### src/common/usb_sel_cfg.svh
// Purpose: offsets, fields, reset values and timing for the USB select/suspend block
// Assumes: 40 MHz system clock
// Notes:   byte address of a register is four times its index
`ifndef USB_SEL_CFG_SVH
`define USB_SEL_CFG_SVH

`define HTS_IDX       12'h1F9
`define PIN_IDX       12'h250
`define CTRL_IDX      12'h300
`define STAT_IDX      12'h301
`define ISTAT_IDX     12'h302
`define IMASK_IDX     12'h303
`define REG_ADDR(idx) {idx, 2'b00}

`define HTS_RESET     16'h0001
`define HTS_SERIAL    16'h0001
`define HTS_USB       16'h0002
`define PIN_RESET     16'hFFFF
`define PIN_MAX       16'h000F

`define CTRL_BOOT     0
`define CTRL_CFG      1
`define CTRL_RWEN     2
`define CTRL_WAKE     3
`define ST_SUSP       0
`define ST_USB        1
`define ST_LOCK       2
`define ST_DRIVE      3
`define IRQ_SUSP      0
`define IRQ_RES       1
`define IRQ_LOCK      2
`define IRQ_BITS      3

`define CLK_PERIOD_NS 25
`define IDLE_MIN_US   3000
`define SUSP_MAX_US   10000
`define RESUME_US     2000
`define IDLE_MIN_CYC  ((`IDLE_MIN_US * 1000 + `CLK_PERIOD_NS - 1) / `CLK_PERIOD_NS)
`define SUSP_MAX_CYC  ((`SUSP_MAX_US * 1000) / `CLK_PERIOD_NS)
`define RESUME_CYC    ((`RESUME_US * 1000) / `CLK_PERIOD_NS)

`endif

### src/common/usb_sel_pkg.sv
// Purpose: types of the USB select/suspend block
// Assumes: nothing
// Notes:   state codes written out
package usb_sel_pkg;
	typedef enum logic [1:0] {
		TRK_ACTIVE    = 2'b00,
		TRK_SUSPENDED = 2'b01,
		TRK_WAKE      = 2'b10
	} trk_state_type;
	typedef enum logic {
		SEL_WAIT   = 1'b0,
		SEL_LOCKED = 1'b1
	} sel_state_type;
endpackage

### src/common/usb_ctl_if.sv
// Purpose: carrier between the top and its two helpers
// Assumes: one clock domain
// Notes:   none
`timescale 1ns/10ps
`default_nettype none
interface usb_ctl_if;
	logic        boot_go;
	logic [15:0] hts_key;
	logic [15:0] pin_key;
	logic        use_usb;
	logic        locked;
	logic [2:0]  irq_set;
	logic [2:0]  irq_w1c;
	logic        mask_wr;
	logic [2:0]  mask_wdata;
	logic [2:0]  irq_stat;
	logic [2:0]  irq_mask;
	logic        irq;
	modport top_mp (output boot_go, hts_key, pin_key, irq_set, irq_w1c, mask_wr, mask_wdata,
		input use_usb, locked, irq_stat, irq_mask, irq);
	modport sel_mp (input boot_go, hts_key, pin_key, output use_usb, locked);
	modport irq_mp (input irq_set, irq_w1c, mask_wr, mask_wdata, output irq_stat, irq_mask, irq);
endinterface
`default_nettype wire

### src/logic/transport_select.sv
// Purpose: one-shot choice of host transport
// Assumes: gpio_in synchronous to clk_sys
// Notes:   choice held until reset
`timescale 1ns/10ps
`default_nettype none
`include "usb_sel_cfg.svh"
module transport_select (
	input  wire logic        clk_sys,
	input  wire logic        rst_n,
	input  wire logic [15:0] gpio_in,
	usb_ctl_if.sel_mp        ctl
);
	usb_sel_pkg::sel_state_type state_q, state_d;
	logic                       usb_q, usb_d;
	logic                       pin_hit;

	assign pin_hit = (ctl.pin_key <= `PIN_MAX) && gpio_in[ctl.pin_key[3:0]];

	always_comb begin
		state_d = state_q;
		usb_d   = usb_q;
		unique case (state_q)
			usb_sel_pkg::SEL_WAIT: begin
				if (ctl.boot_go) begin
					state_d = usb_sel_pkg::SEL_LOCKED;
					usb_d   = pin_hit || (ctl.hts_key == `HTS_USB);
				end
			end
			usb_sel_pkg::SEL_LOCKED: begin
				state_d = state_q;
			end
		endcase
	end

	always_ff @(posedge clk_sys or negedge rst_n) begin
		if (!rst_n) begin
			state_q <= usb_sel_pkg::SEL_WAIT;
			usb_q   <= 1'b0;
		end else begin
			state_q <= state_d;
			usb_q   <= usb_d;
		end
	end

	assign ctl.use_usb = usb_q;
	assign ctl.locked  = (state_q == usb_sel_pkg::SEL_LOCKED);

	lock_hold_a: assert property (@(posedge clk_sys) disable iff (!rst_n)
		ctl.locked |=> ctl.locked && $stable(usb_q)) else $error("transport changed after lock");
	pin_force_a: assert property (@(posedge clk_sys) disable iff (!rst_n)
		(!ctl.locked && ctl.boot_go && pin_hit) |=> usb_q) else $error("pin override ignored");
	key_fallback_a: assert property (@(posedge clk_sys) disable iff (!rst_n)
		(!ctl.locked && ctl.boot_go && !pin_hit) |=> (usb_q == ($past(ctl.hts_key) == `HTS_USB)))
		else $error("key not used when pin low");
endmodule
`default_nettype wire

### src/logic/irq_bank.sv
// Purpose: sticky event bits, mask, one level interrupt
// Assumes: one clock
// Notes:   a set in the clearing cycle wins
`timescale 1ns/10ps
`default_nettype none
`include "usb_sel_cfg.svh"
module irq_bank (
	input  wire logic clk_sys,
	input  wire logic rst_n,
	usb_ctl_if.irq_mp ctl
);
	logic [`IRQ_BITS-1:0] stat_q, stat_d;
	logic [`IRQ_BITS-1:0] mask_q, mask_d;
	logic                 irq_q, irq_d;

	for (genvar i = 0; i < `IRQ_BITS; i++) begin : g_bit
		always_comb begin
			stat_d[i] = ctl.irq_set[i] | (stat_q[i] & ~ctl.irq_w1c[i]);
			mask_d[i] = ctl.mask_wr ? ctl.mask_wdata[i] : mask_q[i];
		end
	end

	always_comb begin
		irq_d = |(stat_d & mask_d);
	end

	always_ff @(posedge clk_sys or negedge rst_n) begin
		if (!rst_n) begin
			stat_q <= 3'h0;
			mask_q <= 3'h0;
			irq_q  <= 1'b0;
		end else begin
			stat_q <= stat_d;
			mask_q <= mask_d;
			irq_q  <= irq_d;
		end
	end

	assign ctl.irq_stat = stat_q;
	assign ctl.irq_mask = mask_q;
	assign ctl.irq      = irq_q;

	set_wins_a: assert property (@(posedge clk_sys) disable iff (!rst_n)
		(ctl.irq_set != 3'h0) |=> ((stat_q & $past(ctl.irq_set)) == $past(ctl.irq_set)))
		else $error("event lost");
endmodule
`default_nettype wire

### src/logic/usb_host_select_suspend.sv
// Purpose: host transport choice and USB suspend/resume control
// Assumes: AHB-Lite slave, bus_idle synchronous to clk_sys
// Notes:   one upstream port, full speed only
`timescale 1ns/10ps
`default_nettype none
`include "usb_sel_cfg.svh"
module usb_host_select_suspend #(
	parameter int unsigned IDLE_CYCLES     = `IDLE_MIN_CYC,
	parameter int unsigned SUSPEND_LIMIT   = `SUSP_MAX_CYC,
	parameter int unsigned RESUME_CYCLES   = `RESUME_CYC,
	parameter bit          RWAKE_SUPPORTED = 1'b1
) (
	input  wire logic        clk_sys,
	input  wire logic        rst_n,
	input  wire logic        hsel,
	input  wire logic [31:0] haddr,
	input  wire logic [1:0]  htrans,
	input  wire logic        hwrite,
	input  wire logic [2:0]  hsize,
	input  wire logic [31:0] hwdata,
	input  wire logic        hready,
	output logic             hreadyout,
	output logic             hresp,
	output logic [31:0]      hrdata,
	input  wire logic [15:0] gpio_in,
	input  wire logic        bus_idle,
	output logic             pullup_en,
	output logic             core_load_en,
	output logic             extra_load_en,
	output logic             suspended,
	output logic             resume_drive,
	output logic             use_usb,
	output logic             irq
);
	localparam logic [19:0] IDLE_LIM   = 20'(IDLE_CYCLES);
	localparam logic [19:0] RESUME_LIM = 20'(RESUME_CYCLES - 1);
	localparam logic [19:0] SUSP_LIM   = 20'(SUSPEND_LIMIT);

	usb_ctl_if ctl ();

	// ----------------------------------------
	// Bus slave state
	// ----------------------------------------
	logic [13:0] addr_q, addr_d;
	logic        wr_q, wr_d;
	logic        rd_q, rd_d;
	logic        rdy_q, rdy_d;
	logic [31:0] rdata_q, rdata_d;
	logic        accept;
	logic [31:0] rmux;

	// ----------------------------------------
	// Register state
	// ----------------------------------------
	logic [15:0] hts_q, hts_d;
	logic [15:0] pin_q, pin_d;
	logic        cfg_q, cfg_d;
	logic        rwen_q, rwen_d;
	logic        go_q, go_d;
	logic        wake_q, wake_d;
	logic        lock_seen_q, lock_seen_d;
	logic        wr_word;

	// ----------------------------------------
	// Suspend tracking state
	// ----------------------------------------
	usb_sel_pkg::trk_state_type trk_q, trk_d;
	logic [19:0] cnt_q, cnt_d;
	logic        susp_q, susp_d;
	logic        drv_q, drv_d;
	logic        sevt_q, sevt_d;
	logic        revt_q, revt_d;

	// ----------------------------------------
	// Pin outputs
	// ----------------------------------------
	logic        pull_q, pull_d;
	logic        core_q, core_d;
	logic        extra_q, extra_d;

	// ----------------------------------------
	// Bus slave
	// ----------------------------------------
	assign accept  = hsel && htrans[1] && hready;
	assign wr_word = wr_q && (addr_q[1:0] == 2'h0);

	always_comb begin
		rmux = 32'h0;
		unique case (addr_q)
			`REG_ADDR(`HTS_IDX):   rmux = {16'h0, hts_q};
			`REG_ADDR(`PIN_IDX):   rmux = {16'h0, pin_q};
			`REG_ADDR(`CTRL_IDX):  rmux = {29'h0, rwen_q, cfg_q, 1'b0};
			`REG_ADDR(`STAT_IDX):  rmux = {28'h0, drv_q, ctl.locked, ctl.use_usb, susp_q};
			`REG_ADDR(`ISTAT_IDX): rmux = {29'h0, ctl.irq_stat};
			`REG_ADDR(`IMASK_IDX): rmux = {29'h0, ctl.irq_mask};
			default:               rmux = 32'h0;
		endcase
	end

	// Reads take one wait state so hrdata leaves a flip-flop
	always_comb begin
		addr_d  = addr_q;
		wr_d    = 1'b0;
		rd_d    = 1'b0;
		rdy_d   = rdy_q;
		rdata_d = rdata_q;
		if (rd_q) begin
			rdata_d = rmux;
			rdy_d   = 1'b1;
		end else if (accept) begin
			addr_d = haddr[13:0];
			wr_d   = hwrite && (hsize == 3'h2);
			rd_d   = !hwrite;
			rdy_d  = hwrite;
		end
	end

	always_ff @(posedge clk_sys or negedge rst_n) begin
		if (!rst_n) begin
			addr_q  <= 14'h0;
			wr_q    <= 1'b0;
			rd_q    <= 1'b0;
			rdy_q   <= 1'b1;
			rdata_q <= 32'h0;
		end else begin
			addr_q  <= addr_d;
			wr_q    <= wr_d;
			rd_q    <= rd_d;
			rdy_q   <= rdy_d;
			rdata_q <= rdata_d;
		end
	end

	// ----------------------------------------
	// Registers
	// ----------------------------------------
	always_comb begin
		hts_d       = hts_q;
		pin_d       = pin_q;
		cfg_d       = cfg_q;
		rwen_d      = rwen_q;
		go_d        = 1'b0;
		wake_d      = 1'b0;
		lock_seen_d = ctl.locked;
		if (wr_word) begin
			unique case (addr_q)
				`REG_ADDR(`HTS_IDX): hts_d = hwdata[15:0];
				`REG_ADDR(`PIN_IDX): pin_d = hwdata[15:0];
				`REG_ADDR(`CTRL_IDX): begin
					go_d   = hwdata[`CTRL_BOOT];
					cfg_d  = hwdata[`CTRL_CFG];
					rwen_d = hwdata[`CTRL_RWEN];
					wake_d = hwdata[`CTRL_WAKE];
				end
				default: hts_d = hts_q;
			endcase
		end
	end

	always_ff @(posedge clk_sys or negedge rst_n) begin
		if (!rst_n) begin
			hts_q       <= `HTS_RESET;
			pin_q       <= `PIN_RESET;
			cfg_q       <= 1'b0;
			rwen_q      <= 1'b0;
			go_q        <= 1'b0;
			wake_q      <= 1'b0;
			lock_seen_q <= 1'b0;
		end else begin
			hts_q       <= hts_d;
			pin_q       <= pin_d;
			cfg_q       <= cfg_d;
			rwen_q      <= rwen_d;
			go_q        <= go_d;
			wake_q      <= wake_d;
			lock_seen_q <= lock_seen_d;
		end
	end

	assign ctl.boot_go    = go_q;
	assign ctl.hts_key    = hts_q;
	assign ctl.pin_key    = pin_q;
	assign ctl.irq_set    = {ctl.locked && !lock_seen_q, revt_q, sevt_q};
	assign ctl.irq_w1c    = (wr_word && addr_q == `REG_ADDR(`ISTAT_IDX)) ? hwdata[2:0] : 3'h0;
	assign ctl.mask_wr    = wr_word && (addr_q == `REG_ADDR(`IMASK_IDX));
	assign ctl.mask_wdata = hwdata[2:0];

	transport_select u_sel (
		.clk_sys (clk_sys),
		.rst_n   (rst_n),
		.gpio_in (gpio_in),
		.ctl     (ctl.sel_mp)
	);

	irq_bank u_irq (
		.clk_sys (clk_sys),
		.rst_n   (rst_n),
		.ctl     (ctl.irq_mp)
	);

	// ----------------------------------------
	// Suspend tracking
	// ----------------------------------------
	// Idle on the single upstream port is the only input, so global
	// and selective suspend look the same here
	always_comb begin
		trk_d  = trk_q;
		cnt_d  = cnt_q;
		sevt_d = 1'b0;
		revt_d = 1'b0;
		unique case (trk_q)
			usb_sel_pkg::TRK_ACTIVE: begin
				if (!bus_idle) begin
					cnt_d = 20'h0;
				end else if (cnt_q >= IDLE_LIM) begin
					trk_d  = usb_sel_pkg::TRK_SUSPENDED;
					cnt_d  = 20'h0;
					sevt_d = 1'b1;
				end else begin
					cnt_d = cnt_q + 20'h1;
				end
			end
			usb_sel_pkg::TRK_SUSPENDED: begin
				if (!bus_idle) begin
					trk_d  = usb_sel_pkg::TRK_ACTIVE;
					revt_d = 1'b1;
				end else if (wake_q && RWAKE_SUPPORTED && rwen_q) begin
					trk_d = usb_sel_pkg::TRK_WAKE;
					cnt_d = 20'h0;
				end
			end
			usb_sel_pkg::TRK_WAKE: begin
				// Own resume drive masks the line, so it is not watched here
				if (cnt_q >= RESUME_LIM) begin
					trk_d = usb_sel_pkg::TRK_ACTIVE;
					cnt_d = 20'h0;
				end else begin
					cnt_d = cnt_q + 20'h1;
				end
			end
			default: begin
				trk_d = usb_sel_pkg::TRK_ACTIVE;
				cnt_d = 20'h0;
			end
		endcase
		susp_d = (trk_d == usb_sel_pkg::TRK_SUSPENDED);
		drv_d  = (trk_d == usb_sel_pkg::TRK_WAKE);
	end

	always_ff @(posedge clk_sys or negedge rst_n) begin
		if (!rst_n) begin
			trk_q  <= usb_sel_pkg::TRK_ACTIVE;
			cnt_q  <= 20'h0;
			susp_q <= 1'b0;
			drv_q  <= 1'b0;
			sevt_q <= 1'b0;
			revt_q <= 1'b0;
		end else begin
			trk_q  <= trk_d;
			cnt_q  <= cnt_d;
			susp_q <= susp_d;
			drv_q  <= drv_d;
			sevt_q <= sevt_d;
			revt_q <= revt_d;
		end
	end

	// ----------------------------------------
	// Power and pull-up control
	// ----------------------------------------
	// Loads follow the next state so they drop with the suspend flag
	always_comb begin
		pull_d  = ctl.locked && ctl.use_usb;
		core_d  = !susp_d;
		extra_d = cfg_q && !susp_d;
	end

	always_ff @(posedge clk_sys or negedge rst_n) begin
		if (!rst_n) begin
			pull_q  <= 1'b0;
			core_q  <= 1'b0;
			extra_q <= 1'b0;
		end else begin
			pull_q  <= pull_d;
			core_q  <= core_d;
			extra_q <= extra_d;
		end
	end

	assign hreadyout     = rdy_q;
	assign hresp         = 1'b0;
	assign hrdata        = rdata_q;
	assign pullup_en     = pull_q;
	assign core_load_en  = core_q;
	assign extra_load_en = extra_q;
	assign suspended     = susp_q;
	assign resume_drive  = drv_q;
	assign use_usb       = ctl.use_usb;
	assign irq           = ctl.irq;

	// ----------------------------------------
	// Checks
	// ----------------------------------------
	logic [19:0] idle_run_q, idle_run_d;

	always_comb begin
		idle_run_d = idle_run_q;
		if (!bus_idle || trk_q != usb_sel_pkg::TRK_ACTIVE) begin
			idle_run_d = 20'h0;
		end else if (idle_run_q != 20'hFFFFF) begin
			idle_run_d = idle_run_q + 20'h1;
		end
	end

	always_ff @(posedge clk_sys or negedge rst_n) begin
		if (!rst_n) begin
			idle_run_q <= 20'h0;
		end else begin
			idle_run_q <= idle_run_d;
		end
	end

	idle_entry_a: assert property (@(posedge clk_sys) disable iff (!rst_n)
		(trk_q == usb_sel_pkg::TRK_ACTIVE && bus_idle && cnt_q == IDLE_LIM) |=> susp_q && sevt_q)
		else $error("suspend not entered after idle");
	no_early_a: assert property (@(posedge clk_sys) disable iff (!rst_n)
		$rose(susp_q) |-> $past(idle_run_q) >= IDLE_LIM) else $error("suspend entered early");
	suspend_deadline_a: assert property (@(posedge clk_sys) disable iff (!rst_n)
		idle_run_q <= SUSP_LIM) else $error("suspend deadline missed");
	activity_restart_a: assert property (@(posedge clk_sys) disable iff (!rst_n)
		(trk_q == usb_sel_pkg::TRK_ACTIVE && !bus_idle) |=> cnt_q == 20'h0 && !susp_q)
		else $error("activity did not restart idle timing");
	bus_resume_a: assert property (@(posedge clk_sys) disable iff (!rst_n)
		(susp_q && !bus_idle) |=> !susp_q && revt_q) else $error("no resume on bus activity");
	wake_gate_a: assert property (@(posedge clk_sys) disable iff (!rst_n)
		$rose(drv_q) |-> $past(rwen_q) && RWAKE_SUPPORTED && $past(susp_q))
		else $error("remote wakeup not enabled");
	pullup_kept_a: assert property (@(posedge clk_sys) disable iff (!rst_n)
		(susp_q && pull_q) |=> pull_q) else $error("pull-up dropped in suspend");
	suspend_loads_a: assert property (@(posedge clk_sys) disable iff (!rst_n)
		susp_q |-> !core_q && !extra_q) else $error("loads on in suspend");
	config_gate_a: assert property (@(posedge clk_sys) disable iff (!rst_n)
		extra_q |-> $past(cfg_q)) else $error("extra load before configuration");
	read_wait_a: assert property (@(posedge clk_sys) disable iff (!rst_n)
		(accept && !hwrite && !rd_q) |=> !rdy_q ##1 rdy_q) else $error("read wait state wrong");
endmodule
`default_nettype wire

### config.mk
export PLATFORM = sky130hd
export DESIGN_NAME = usb_host_select_suspend
export DESIGN_NICKNAME = d
export VERILOG_FILES = /design/src/common/usb_sel_pkg.sv /design/src/common/usb_ctl_if.sv /design/src/logic/transport_select.sv /design/src/logic/irq_bank.sv /design/src/logic/usb_host_select_suspend.sv
export VERILOG_INCLUDE_DIRS = /design/src /design/src/common
export SDC_FILE = /design/constraint.sdc
export NUM_CORES = 1
export LEC_CHECK = 0
export BUFFER_PORTS_ARGS = -buffer_cell sky130_fd_sc_hd__buf_2
export CORE_ASPECT_RATIO = 1.2
export CORE_UTILIZATION = 48
export DETAILED_ROUTE_END_ITERATION = 8
export PLACE_DENSITY = 0.74
export SLEW_MARGIN = 20
export SYNTH_ARGS = -nofsm -noshare
export SYNTH_HDL_FRONTEND = slang
export SYNTH_SLANG_ARGS = --single-unit
### constraint.sdc
create_clock -name clk_sys -period 2.4 [get_ports clk_sys]
set_clock_uncertainty 0.15 [all_clocks]
set_input_delay 0.24 -clock clk_sys [delete_from_list [all_inputs] [get_ports clk_sys]]
set_output_delay 0.24 -clock clk_sys [all_outputs]
set_load 0.01 [all_outputs]
==> summary.txt <==
Logic synthesis
  • Top post-synthesis cells by count: 90 x dfrtp_1, 42 x nand2_1, 40 x mux2_2, 27 x nor2_1, 22 x a31oi_1
  • Area leader, netlist: dfrtp_1
  • Syn avg cell area: 11.2 um^2
  • Syn. warnings: 0
  • Synth area leaders: dfrtp_1 43%, dfstp_2 9.1%, mux2_2 8.7%
  • Yosys reg bits: 108
  • Top-count cell post-synth: dfrtp_1
  • Yosys top cell area share: 43.4%
  • Mapped Cells: 464
  • Post-synthesis sequential area ratio: 52.5%
  • Post-synth top flop: dfrtp_1
  • Synth unique cells: 58
  • Post-synth EDFFs: 0
  • Syn Std Cell Area: 0.00519 mm^2
  • FFs w/ async S/R, synth: 100%

Critical path
  • Reg2reg path depth: 7
  • Worst-path fanout max: 3
  • Reg2reg end: u_irq.ctl.irq$_DFF_PN0_
  • Critical path arrival: 2.35 ns
  • Setup crit end kind: register
  • Crit path cell chain: or3b_1, or2_1, nor4_1, buf_4, nand2_1, a2bb2oi_1, o211ai_1
  • Crit start category: register
  • R2R Setup Slk: 0.11 ns
  • Crit Path Class: register to register
  • CP max stage delay: 0.42 ns
  • CP max stage cell: or3b_1
  • FF-to-FF Start: addr_q[5]$_DFFE_PN0P_
  • Critical Path RT: 2.46 ns

Clock network
  • CTS tree: yes
  • Clk Latency, worst-skew pair: 0.34 ns
  • Root Buffer: clkbuf_16
  • Clock sink count: 108
  • Num CTS Buffers: 9
  • Htree depth: 3
  • CTS clk-pin slew, worst paths: 0.07 ns
  • CTS max path bufs: 2

Route
  • Avg WL per Cell: 16.5 um
  • Pre-antenna DRT Iters: 5
  • Final antenna-violating net count: 0
  • Total routed wirelength: 11.8 mm
  • DRT iter0 DRCs: 260
  • DR DRC count: 0
  • Via count of the routed design: 3981
  • Via/cell ratio: 5.57

Placement
  • Placed Cells: 667
  • DP Area: 0.00573 mm^2
  • Routability cong.: 0.822
  • DP HPWL: 7.96 mm
  • Worst slack at placement: 0.0288 ns
  • I/O Buffers: 79

Timing
  • Setup violators final: 0
  • Fin. max-slew vios: 0
  • RSZ-0062 raised after global routing: true
  • Final setup margin: 0.105 ns
  • Hold_ws: 0.0155 ns
  • Slew @ Worst Pin: 0.685 ns
  • Final-report hold violation count: 0
  • Final cycle utilization of the critical path: 95.6%
  • FMAX: 0.436 GHz
  • Setup TNS: 0 ns
  • Slew HR: 54.2%
  • Fin crit period: 2.29 ns

Final layout
  • Area Overhead vs Synth: 23.9%
  • Core Util, Final: 61.1%
  • Nets: 674
  • Final Cell Area: 0.00643 mm^2
  • Ratio of cells with drive above 1 in the final layout: 34.8%
  • Diodes inserted: 0
  • Layout Cells excl Fill: 715

Global routing
  • Grt ovf: 0
  • Antenna violations before repair: 0
  • Largest net degree at the start of global routing: 50
  • First-pass GRT wire length: 19.3 mm
  • Number of global-route vias before repair: 4001
  • Tot GR Track Use: 21.8%

Power
  • Pwr Total: 4.08 mW
  • Internal: 3.06 mW
  • Switching pwr: 1.01 mW
  • Clock power frac: 37.2%
  • Max VDD drop: 404 uV
  • Combinational fraction of design power: 12.1%
  • LEAKAGE: 2.93 nW
  • Switching portion of total power: 24.9%
  • PD cells: 634 mW/mm^2
  • Seq pwr share: 50.7%

Floorplanning
  • Die area: 0.0112 mm^2
  • Rows: 41
  • I/O pin cnt: 132
  • Core area: 0.0105 mm^2
  • Die height: 116 um
  • Die Width: 96.9 um
  • Starting density of the core: 49.3%

Min path
  • Min-delay src: hsize[2]
  • Hold endpoint: wr_q$_DFF_PN0_
  • WHS Path Cells: 3
  • Hold WC Path Type: input pin to register

Outcome
  • Status: finished, final reports clean

Run
  • Max-cap violation count: 0
## cells by family (layout without fill, tap and decap cells)
family          count (synthesis)  count (layout)  share of synthesized area, %
other cells                     1              17                        0.0723
buf+inv                        55             161                          5.47
flops                         108             108                          52.5
simple gates                  151             151                          16.3
mux                            55              55                          13.4
fa+ha+maj                       2               2                         0.482
compound gates                 92              92                          11.8
## cells in the final DEF (no fill, tap or decap), types with 7 or more instances in the layout
cell type	n
buf_4	19
nor2_1	26
conb_1	17
nand2_1	42
dfrtp_1	90
nor4_1	8
a31oi_1	22
a21oi_1	18
dfstp_2	18
and2_1	11
inv_1	15
nand3_1	12
and3_1	7
o21ai_0	13
buf_2	79
dlygate4sd3_1	27
mux2_2	40
clkbuf_16	10
a22oi_1	9
## layer usage
| layer | GRT usage (%) | vias up | routed length (um) | share of wire, % |
|---|---|---|---|---|
| met1 | 26.1 | 1954 | 4870 | 41 |
| met5 | 0 | - | 0 | 0 |
| li1 | - | 1889 | - | - |
| met4 | 7.56 | 0 | 195 | 1.7 |
| met2 | 40.0 | 118 | 6270 | 53 |
| met3 | 3.68 | 20 | 458 | 3.9 |
## worst max path at each step
stage	startpoint	end	cells after the start
after global placement	cnt_q[18]$_DFFE_PN0P_	cnt_q[15]$_DFFE_PN0P_	7
after global routing	addr_q[5]$_DFFE_PN0P_	hrdata[9]$_DFFE_PN0P_	6
after detailed placement	cnt_q[18]$_DFFE_PN0P_	cnt_q[7]$_DFFE_PN0P_	7
after CTS	cnt_q[18]$_DFFE_PN0P_	cnt_q[7]$_DFFE_PN0P_	7
final	addr_q[5]$_DFFE_PN0P_	u_irq.ctl.irq$_DFF_PN0_	7
after floorplan	addr_q[4]$_DFFE_PN0P_	ctl.pin_key[10]$_DFFE_PN1P_	6
## final cells by class
class | instances | area (um^2)
Multi-Input combinational cell | 317 | 2280
Inverter | 15 | 56.3
Timing Repair Buffer | 130 | 900
Clock inverter | 6 | 68.8
Sequential cell | 108 | 2730
Clock buffer | 10 | 239
Tap cell | 129 | 161
Fill cell | 812 | 4090
## critical path: cells and delay by family (launching register included)
| kind | cells | cell delay (ns) |
|---|---|---|
| flip-flops | 1 | 0.39 |
| AND/OR/NAND/NOR | 4 | 1.08 |
| buffers and inverters | 1 | 0.18 |
| AO/OA/AOI/OAI | 2 | 0.36 |
## power by group through the flow
stage          registers (mW)  clock network (mW)  logic [mW]
4_1_cts                  2.06                1.55       0.496
3_5_place_dp             2.10                   0       0.456
6_report                 2.07                1.52       0.494
5_1_grt                  2.08                1.62       0.548
2_1_floorplan            2.10                   0       0.260
3_3_place_gp             2.09                   0       0.444
## registers in the layout, summed over array words and instances, names as in the netlist, 2 cells and up
register            count
cnt_q                  20
u_irq.ctl.irq_stat      3
trk_q                   2
hrdata                 16
ctl.hts_key            16
addr_q                 14
ctl.pin_key            16
u_irq.ctl.irq_mask      3
## timing repair
action	CTS	global route
pin swaps	0	3
hold buffers	27	0
endpoints found under the setup margin	2	34
resized for setup	1	10
endpoints found under the hold margin	60	0
gates cloned	0	2
buffers inserted	0	3
No activity file was read; power rests on OpenSTA's default activity.
